===== config.mk =====
export PLATFORM = sky130hd
export DESIGN_NAME = two_wire_flash_debug_port
export DESIGN_NICKNAME = d
export VERILOG_FILES = /design/src/hw/debug_port_pkg.sv /design/src/hw/line_sync.sv /design/src/hw/two_wire_flash_debug_port.sv
export VERILOG_INCLUDE_DIRS = /design/src /design/src/hw
export SDC_FILE = /design/constraint.sdc
export NUM_CORES = 1
export LEC_CHECK = 0
export BUFFER_PORTS_ARGS = -buffer_cell sky130_fd_sc_hd__buf_2
export CAP_MARGIN = 10
export CORE_ASPECT_RATIO = 0.6
export CORE_UTILIZATION = 53
export CTS_BUF_LIST = sky130_fd_sc_hd__clkbuf_2
export CTS_CLUSTER_DIAMETER = 40
export DETAILED_ROUTE_END_ITERATION = 6
export PLACE_DENSITY = 0.77
export SLEW_MARGIN = 20
export SYNTH_ARGS = -nofsm -noshare
export SYNTH_HDL_FRONTEND = slang
export SYNTH_HIERARCHICAL = 1
export SYNTH_SLANG_ARGS = --single-unit

===== constraint.sdc =====
create_clock -name ref_clk -period 2 [get_ports ref_clk]
set_input_delay 0.1 -clock ref_clk [delete_from_list [all_inputs] [get_ports ref_clk]]
set_output_delay 0.1 -clock ref_clk [all_outputs]
set_load 0.02 [all_outputs]

===== src/hw/debug_port_consts.svh =====
// Constants of the two-wire debug port
`ifndef DEBUG_PORT_CONSTS_SVH
`define DEBUG_PORT_CONSTS_SVH
`define SEL_IDENTITY     8'h00
`define SEL_REVISION     8'h01
`define SEL_FLASH_CTL    8'h02
`define SEL_FLASH_DATA   8'hB4
`define CMD_BLOCK_READ   8'h06
`define CMD_BLOCK_WRITE  8'h07
`define CMD_PAGE_ERASE   8'h08
`define CMD_DEVICE_ERASE 8'h03
`define INS_DATA_READ    2'h0
`define INS_ADDR_WRITE   2'h2
`define INS_ADDR_READ    2'h1
`define INS_DATA_WRITE   2'h3
`define BYTE_BITS        3'h7
`define ZERO_BYTE        8'h00
`define RESET_SAMPLES    8'hFF
`define INS_LAST_BIT     3'h1
`define DATA_LINE_IDLE   1'b1
`endif


===== src/hw/debug_port_pkg.sv =====
// Types of the two-wire debug port
package debug_port_pkg;
	typedef enum logic [2:0] {
		ST_IDLE  = 3'b000,
		ST_INS   = 3'b001,
		ST_WDATA = 3'b010,
		ST_TURN  = 3'b011,
		ST_RDATA = 3'b100,
		ST_END   = 3'b101
	} link_state_e;
	typedef struct packed {
		logic       valid;
		logic [7:0] code;
	} flash_cmd_s;
endpackage


===== src/hw/line_sync.sv =====
// Two-stage synchroniser with edge detection
`timescale 1ns/1ns
module line_sync #(
	parameter logic IDLE_LEVEL = 1'b0 // Level the pin rests at between transfers
) (
	input  wire logic ref_clk,
	input  wire logic rst,
	input  wire logic async_in,
	output logic      level,
	output logic      rise,
	output logic      fall
);
	logic first;
	logic second;
	logic prev;
	// First stage feeds only the second stage
	// Reset to the idle level so that no false edge follows reset
	always_ff @(posedge ref_clk) begin
		if (rst) begin
			first  <= IDLE_LEVEL;
			second <= IDLE_LEVEL;
			prev   <= IDLE_LEVEL;
		end else begin
			first  <= async_in;
			second <= first;
			prev   <= second;
		end
	end
	assign level = second;
	assign rise  = second & ~prev;
	assign fall  = ~second & prev;
endmodule


===== src/hw/two_wire_flash_debug_port.sv =====
// Device end of the two-wire flash debug port
// What this block does
// - Host clock line and one shared two-way data line carry all traffic.
// - Host-written 8-bit target select chooses the register for data commands.
// - Select zero makes data reads return device identity.
// - Select one makes data reads return silicon revision.
// - Select two reads and writes the flash program control register.
// - Select B4 reads and writes the flash program data register.
// - Flash data register carries commands, addresses and data bytes.
// - Code 06 written to flash data starts a block read.
// - Code 07 written to flash data starts a block write.
// - Code 08 erases a page, 03 erases the device; others invalid.
// - While halted, reset pin is the clock line and port2 bit0 the data.
`timescale 1ns/1ns
`include "debug_port_consts.svh"
module two_wire_flash_debug_port
	import debug_port_pkg::*;
#(
	parameter logic [7:0] IDENTITY_VALUE = 8'h5A, // Arbitrary value
	parameter logic [7:0] REVISION_VALUE = 8'h01  // Arbitrary value
) (
	input  wire logic       ref_clk,
	input  wire logic       rst,
	input  wire logic       halted,
	input  wire logic       debug_clock_line,
	input  wire logic       debug_data_in,
	output logic            debug_data_out,
	output logic            debug_data_oe,
	output logic            port2_bit0_user_en,
	output logic            reset_pin_user_en,
	output logic      [7:0] flash_program_control,
	output flash_cmd_s      flash_cmd,
	output logic            flash_data_stb,
	output logic      [7:0] flash_data_wr,
	input  wire logic [7:0] flash_data_rd,
	input  wire logic       flash_data_rd_stb
);
	//--------------------------------------------------------------
	// Pin sampling
	//--------------------------------------------------------------
	logic ck_level;
	logic ck_rise;
	logic ck_fall;
	logic d_level;
	logic d_rise;
	logic d_fall;
	line_sync u_ck (
		.ref_clk  (ref_clk),
		.rst      (rst),
		.async_in (debug_clock_line),
		.level    (ck_level),
		.rise     (ck_rise),
		.fall     ()
	);
	// Data pin rests high on its pull-up
	line_sync #(.IDLE_LEVEL(`DATA_LINE_IDLE)) u_d (
		.ref_clk  (ref_clk),
		.rst      (rst),
		.async_in (debug_data_in),
		.level    (d_level),
		.rise     (d_rise),
		.fall     (d_fall)
	);
	//--------------------------------------------------------------
	// Frame state
	//--------------------------------------------------------------
	link_state_e state;
	logic [1:0]  ins;
	logic [2:0]  bitcnt;
	logic [7:0]  shreg;
	logic [7:0]  target_select;
	logic [7:0]  flash_program_data;
	logic [7:0]  rd_value;
	logic        done_byte;
	// frame marker, data toggles while the clock is high
	// Read bits and the release after them move while the clock is high,
	// so the marker is masked then; a read frame cannot be cut short
	wire line_owned = (state == ST_RDATA) || (state == ST_END);
	wire marker = ck_level & (d_rise | d_fall) & ~line_owned;
	assign done_byte = (bitcnt == `BYTE_BITS);
	// Register selected by the target select for reads
	function automatic logic [7:0] read_mux(input logic [7:0] sel,
		input logic [7:0] ctl, input logic [7:0] dat);
		unique case (sel)
			`SEL_IDENTITY:   read_mux = IDENTITY_VALUE;
			`SEL_REVISION:   read_mux = REVISION_VALUE;
			`SEL_FLASH_CTL:  read_mux = ctl;
			`SEL_FLASH_DATA: read_mux = dat;
			default:         read_mux = `ZERO_BYTE;
		endcase
	endfunction
	assign rd_value = read_mux(target_select, flash_program_control, flash_program_data);
	// Bit engine: one bit per rising clock edge
	always_ff @(posedge ref_clk) begin
		if (rst || !halted) begin
			state  <= ST_IDLE;
			ins    <= 2'h0;
			bitcnt <= 3'h0;
			shreg  <= `ZERO_BYTE;
		end else if (marker) begin
			state  <= ST_INS;
			bitcnt <= 3'h0;
		end else if (ck_rise) begin
			unique case (state)
				ST_IDLE: state <= ST_IDLE;
				ST_INS: begin
					ins    <= {ins[0], d_level};
					bitcnt <= bitcnt + 3'h1;
					if (bitcnt == `INS_LAST_BIT) begin
						bitcnt <= 3'h0;
						if ({ins[0], d_level} == `INS_ADDR_WRITE ||
							{ins[0], d_level} == `INS_DATA_WRITE)
							state <= ST_WDATA;
						else begin
							state <= ST_TURN;
							shreg <= ({ins[0], d_level} == `INS_ADDR_READ) ?
								target_select : rd_value;
						end
					end
				end
				ST_WDATA: begin
					shreg  <= {d_level, shreg[7:1]};
					bitcnt <= bitcnt + 3'h1;
					if (done_byte)
						state <= ST_END;
				end
				ST_TURN: state <= ST_RDATA;
				ST_RDATA: begin
					shreg  <= {1'b0, shreg[7:1]};
					bitcnt <= bitcnt + 3'h1;
					if (done_byte)
						state <= ST_END;
				end
				ST_END: state <= ST_IDLE;
				default: state <= ST_IDLE;
			endcase
		end
	end
	//--------------------------------------------------------------
	// Register writes
	//--------------------------------------------------------------
	wire wr_done = ck_rise && state == ST_WDATA && done_byte && halted && !marker;
	wire [7:0] wr_byte = {d_level, shreg[7:1]};
	// target select written by address write
	always_ff @(posedge ref_clk) begin
		if (rst)
			target_select <= `ZERO_BYTE;
		else if (wr_done && ins == `INS_ADDR_WRITE)
			target_select <= wr_byte;
	end
	always_ff @(posedge ref_clk) begin
		if (rst)
			flash_program_control <= `ZERO_BYTE;
		else if (wr_done && ins == `INS_DATA_WRITE && target_select == `SEL_FLASH_CTL)
			flash_program_control <= wr_byte;
	end
	// data channel, flash side may reload it; host write wins
	always_ff @(posedge ref_clk) begin
		if (rst)
			flash_program_data <= `ZERO_BYTE;
		else if (wr_done && ins == `INS_DATA_WRITE && target_select == `SEL_FLASH_DATA)
			flash_program_data <= wr_byte;
		else if (flash_data_rd_stb)
			flash_program_data <= flash_data_rd;
	end
	// first valid command byte after entering halt is the command, later bytes are operands
	logic cmd_seen;
	always_ff @(posedge ref_clk) begin
		if (rst || !halted) begin
			cmd_seen       <= 1'b0;
			flash_cmd      <= '0;
			flash_data_stb <= 1'b0;
			flash_data_wr  <= `ZERO_BYTE;
		end else begin
			flash_cmd.valid <= 1'b0;
			flash_data_stb  <= 1'b0;
			if (wr_done && ins == `INS_DATA_WRITE && target_select == `SEL_FLASH_DATA) begin
				flash_data_wr <= wr_byte;
				if (!cmd_seen) begin
					// block read block write erases, others dropped
					if (wr_byte == `CMD_BLOCK_READ || wr_byte == `CMD_BLOCK_WRITE ||
						wr_byte == `CMD_PAGE_ERASE || wr_byte == `CMD_DEVICE_ERASE) begin
						flash_cmd.valid <= 1'b1;
						flash_cmd.code  <= wr_byte;
						cmd_seen        <= 1'b1;
					end
				end else
					flash_data_stb <= 1'b1;
			end
		end
	end
	//--------------------------------------------------------------
	// Pin drive
	//--------------------------------------------------------------
	// device drives data only during read bits
	always_ff @(posedge ref_clk) begin
		if (rst) begin
			debug_data_oe  <= 1'b0;
			debug_data_out <= 1'b0;
		end else begin
			debug_data_oe  <= halted && state == ST_RDATA;
			debug_data_out <= shreg[0];
		end
	end
	assign port2_bit0_user_en = ~halted;
	assign reset_pin_user_en  = ~halted;
	//--------------------------------------------------------------
	// Checks
	//--------------------------------------------------------------
	a_sel_write: assert property (@(posedge ref_clk) disable iff (rst)
		wr_done && ins == `INS_ADDR_WRITE |=> target_select == $past(wr_byte))
		else $error("target select not updated");
	a_ctl_write: assert property (@(posedge ref_clk) disable iff (rst)
		wr_done && ins == `INS_DATA_WRITE && target_select == `SEL_FLASH_CTL
		|=> flash_program_control == $past(wr_byte))
		else $error("control not written");
	// Identity must reach the shift register when a data read is decoded
	a_id_read: assert property (@(posedge ref_clk) disable iff (rst)
		ck_rise && halted && !marker && state == ST_INS && bitcnt == `INS_LAST_BIT &&
		{ins[0], d_level} == `INS_DATA_READ && target_select == `SEL_IDENTITY
		|=> shreg == IDENTITY_VALUE)
		else $error("identity read wrong");
	a_rev_read: assert property (@(posedge ref_clk) disable iff (rst)
		target_select == `SEL_REVISION |-> rd_value == REVISION_VALUE)
		else $error("revision read wrong");
	a_data_read: assert property (@(posedge ref_clk) disable iff (rst)
		target_select == `SEL_FLASH_DATA |-> rd_value == flash_program_data)
		else $error("data read wrong");
	a_cmd_valid: assert property (@(posedge ref_clk) disable iff (rst)
		flash_cmd.valid |-> flash_cmd.code inside {`CMD_BLOCK_READ, `CMD_BLOCK_WRITE,
		`CMD_PAGE_ERASE, `CMD_DEVICE_ERASE})
		else $error("invalid command issued");
	a_cmd_once: assert property (@(posedge ref_clk) disable iff (rst)
		flash_cmd.valid |=> !flash_cmd.valid)
		else $error("command held too long");
	a_oe_halt: assert property (@(posedge ref_clk) disable iff (rst)
		debug_data_oe |-> $past(halted) && $past(state) == ST_RDATA)
		else $error("data driven outside read");
	c_read: cover property (@(posedge ref_clk) state == ST_RDATA);
	c_cmd: cover property (@(posedge ref_clk) flash_cmd.valid);
	c_dat: cover property (@(posedge ref_clk) flash_data_stb);
endmodule


==> impl_metrics.json <==
{
  "grt_pass1_vias": 2468,
  "viasPerCell": 5.72,
  "synth_area_sq_mm": 0.00317,
  "dp.final_hpwl_microns": 6190,
  "met2_length_microns": 3540,
  "status": "completed",
  "cp_slowest_cell": "or4_4",
  "ant_nets": 0,
  "timing.max_cap.violations": 0,
  "fin_nets": 450,
  "worst_pin_slew_ns": 0.495,
  "syn_avg_cell_area_sq_um": 8.91,
  "drive_gt1_share_pct": 27.9,
  "r2r_cells": 7,
  "io_buffers": 43,
  "crit_path_start_kind": "flop",
  "drtIter0Drc": 288,
  "combPwrFrac_pct": 5.4,
  "first_pass_iters": 5,
  "hold_depth": 4,
  "ctsHtreeMaxLevel": 3,
  "grt_max_degree": 32,
  "finalMaxSlewViolations": 0,
  "clk_pin_slew_ns": 0.21,
  "slew-limit-headroom_pct": 66.6,
  "pwr-share-seq_pct": 56.5,
  "route.detailed.drc": 0,
  "critPathCaptureType": "flop",
  "initial_core_util_pct": 55.9,
  "grt_pass1_wl_microns": 12800,
  "wl_met3_microns": 911,
  "clock_path_buffers": 2,
  "wl_met1_microns": 4220,
  "rr_endpoint": "shreg[6]$_SDFFE_PP0P_",
  "ff2ff_setup_slack_ns": 0.06,
  "fp.dieH_microns": 61.9,
  "p_int_w": 0.00182,
  "track_usage_pct": 28.0,
  "layout.cells.non_filler": 518,
  "min_from": "rst",
  "antenna_cells": 0,
  "path_cells": "buf_4, ha_1, nor2b_2, a21oi_2, or4_4, a31oi_4, a32o_1",
  "final_util_pct": 70.6,
  "gp_congestion": 0.966,
  "p_leak_nw": 1.78,
  "coreArea_sq_mm": 0.00568,
  "holdPathEnd": "state[2]$_SDFFE_PP0P_",
  "total_power_w": 0.00241,
  "synth_nets": 373,
  "syn_to_final_growth_pct": 26.3,
  "vdd_drop_max_v": 0.000669,
  "cts-root-buf": "clkbuf_2",
  "cp.arrival_ns": 2.39,
  "clkPwrFrac_pct": 38.1,
  "clk_latency_ns": 0.51,
  "place_inst": 488,
  "top_layer_used": "met4",
  "path_class": "reg2reg",
  "avgRoutedWirePerCell_microns": 16.9,
  "ys_warn_count": 6,
  "die-area_sq_mm": 0.00631,
  "netSwitchingFraction_pct": 24.4,
  "pwr_density_cell_mw_per_mm2": 601,
  "fin_crit_sh_pct": 97.1,
  "dr_total_vias": 2964,
  "num_rows": 21,
  "cts.sinks": 67,
  "power.switching_w": 0.000587,
  "cp.required_ns": 2.45,
  "holdCritPathClass": "in2reg",
  "finalSetupViolations": 0,
  "cts_tree": "done",
  "wl_microns": 8760,
  "final_hold_viol_count": 0,
  "cp_slowest_stage_delay_ns": 0.45,
  "numCtsBuffers": 9,
  "synth_cells": 356,
  "grt_antenna_before_repair": 0,
  "r2r-start": "bitcnt[0]$_SDFFE_PP0P_",
  "overflow": 0,
  "fmax_mhz": 515,
  "fin_worst_skew_ns": 0.0246,
  "fin_crit_ns": 1.94,
  "die_w_microns": 102,
  "io_pins": 44,
  "crit_fanout": 4
}
[flip-flops by register name, indices dropped and copies added, names as in the netlist, 2 cells and up]
| register | cells |
|---|---|
| flash_cmd | 9 |
| flash_data_wr | 8 |
| flash_program_control | 8 |
| flash_program_data | 8 |
| shreg | 8 |
| target_select | 8 |
| bitcnt | 3 |
| state | 3 |
| ins | 2 |
[layout by cell type (no fill, tap or decap), types with 4 or more instances in the layout]
| cell type | count |
|---|---|
| a211oi_1 | 10 |
| a21oi_1 | 15 |
| a31oi_1 | 6 |
| and3_1 | 10 |
| buf_2 | 43 |
| buf_4 | 32 |
| clkbuf_2 | 9 |
| dfxtp_1 | 63 |
| dfxtp_2 | 4 |
| dlygate4sd3_1 | 10 |
| inv_1 | 7 |
| mux2i_1 | 31 |
| nand2_1 | 23 |
| nand2b_1 | 5 |
| nand3_1 | 13 |
| nor2_1 | 51 |
| nor2b_1 | 7 |
| o21ai_0 | 13 |
| o22ai_1 | 4 |
| or2_1 | 4 |
[per-layer routing]
| layer | global-route usage (%) | up-vias |
|---|---|---|
| li1 | - | 1439 |
| met1 | 40.2 | 1378 |
| met2 | 38.7 | 134 |
| met3 | 11.3 | 13 |
| met4 | 7.14 | 0 |
| met5 | 0 | - |
[cell type report]
cell class              instances  area [sq um]
multi-input cells             259          1780
fillers                       458          1670
flip-flops and latches         67          1350
repair buffers                 89           618
well taps                      80           100
clock inverters                 7          91.3
clock buffers                   9          45.0
inverters                       7          26.3
[what timing repair did]
item | in CTS | in global routing
resized for setup | 6 | 16
pin swaps | 2 | 4
gates cloned | 0 | 1
hold buffers | 10 | 0
setup endpoints to repair | 12 | 40
endpoints found under the hold margin | 10 | 0
setup buffers | 1 | 2
[power groups by stage]
stage | clock [W] | sequential, W | combinational, W
global route | 0.000985 | 0.00136 | 0.000142
finish | 0.000919 | 0.00136 | 0.000130
detailed placement | 0 | 0.00139 | 0.000110
floorplan | 0 | 0.00138 | 0.0000679
global placement | 0 | 0.00139 | 0.000108
CTS | 0.000922 | 0.00136 | 0.000126
[how the worst max path moves through the flow]
stage                           startpoint                               endpoint  slack (ns)  cells after the start
floorplan             u_d/level$_SDFF_PP1_              flash_cmd[0]$_SDFFE_PP0P_       0.007                      6
global placement    bitcnt[0]$_SDFFE_PP0P_                  shreg[1]$_SDFFE_PP0P_        0.08                      7
detailed placement  bitcnt[1]$_SDFFE_PP0P_     flash_program_data[7]$_SDFFE_PP0P_       -0.01                      7
CTS                 bitcnt[0]$_SDFFE_PP0P_  flash_program_control[1]$_SDFFE_PP0P_       0.004                      8
global route        bitcnt[0]$_SDFFE_PP0P_                  shreg[6]$_SDFFE_PP0P_      -0.004                      7
finish              bitcnt[0]$_SDFFE_PP0P_                  shreg[6]$_SDFFE_PP0P_        0.06                      7
[stage by stage]
step,worst slack (ns),setup TNS [ns],cell area (sq um),hold slack [ns]
6_report,0.0586,0,4010,0.0487
5_1_grt,-0.00415,-0.00415,4010,0.0222
4_1_cts,0.00363,0,3910,0.00701
3_5_place_dp,-0.0102,-0.0102,3640,0.285
3_3_place_gp,0.0806,0,3640,0.280
2_1_floorplan,0.00689,0,3170,0.172
[worst max-delay path: cells and delay by family (launching register included)]
kind / cells / cell delay, ns
compound gates: 3 / 0.51
fa+ha+maj: 1 / 0.16
buf+inv: 1 / 0.12
flops: 1 / 0.40
simple gates: 2 / 0.70
No activity file was read; power rests on OpenSTA's default activity.
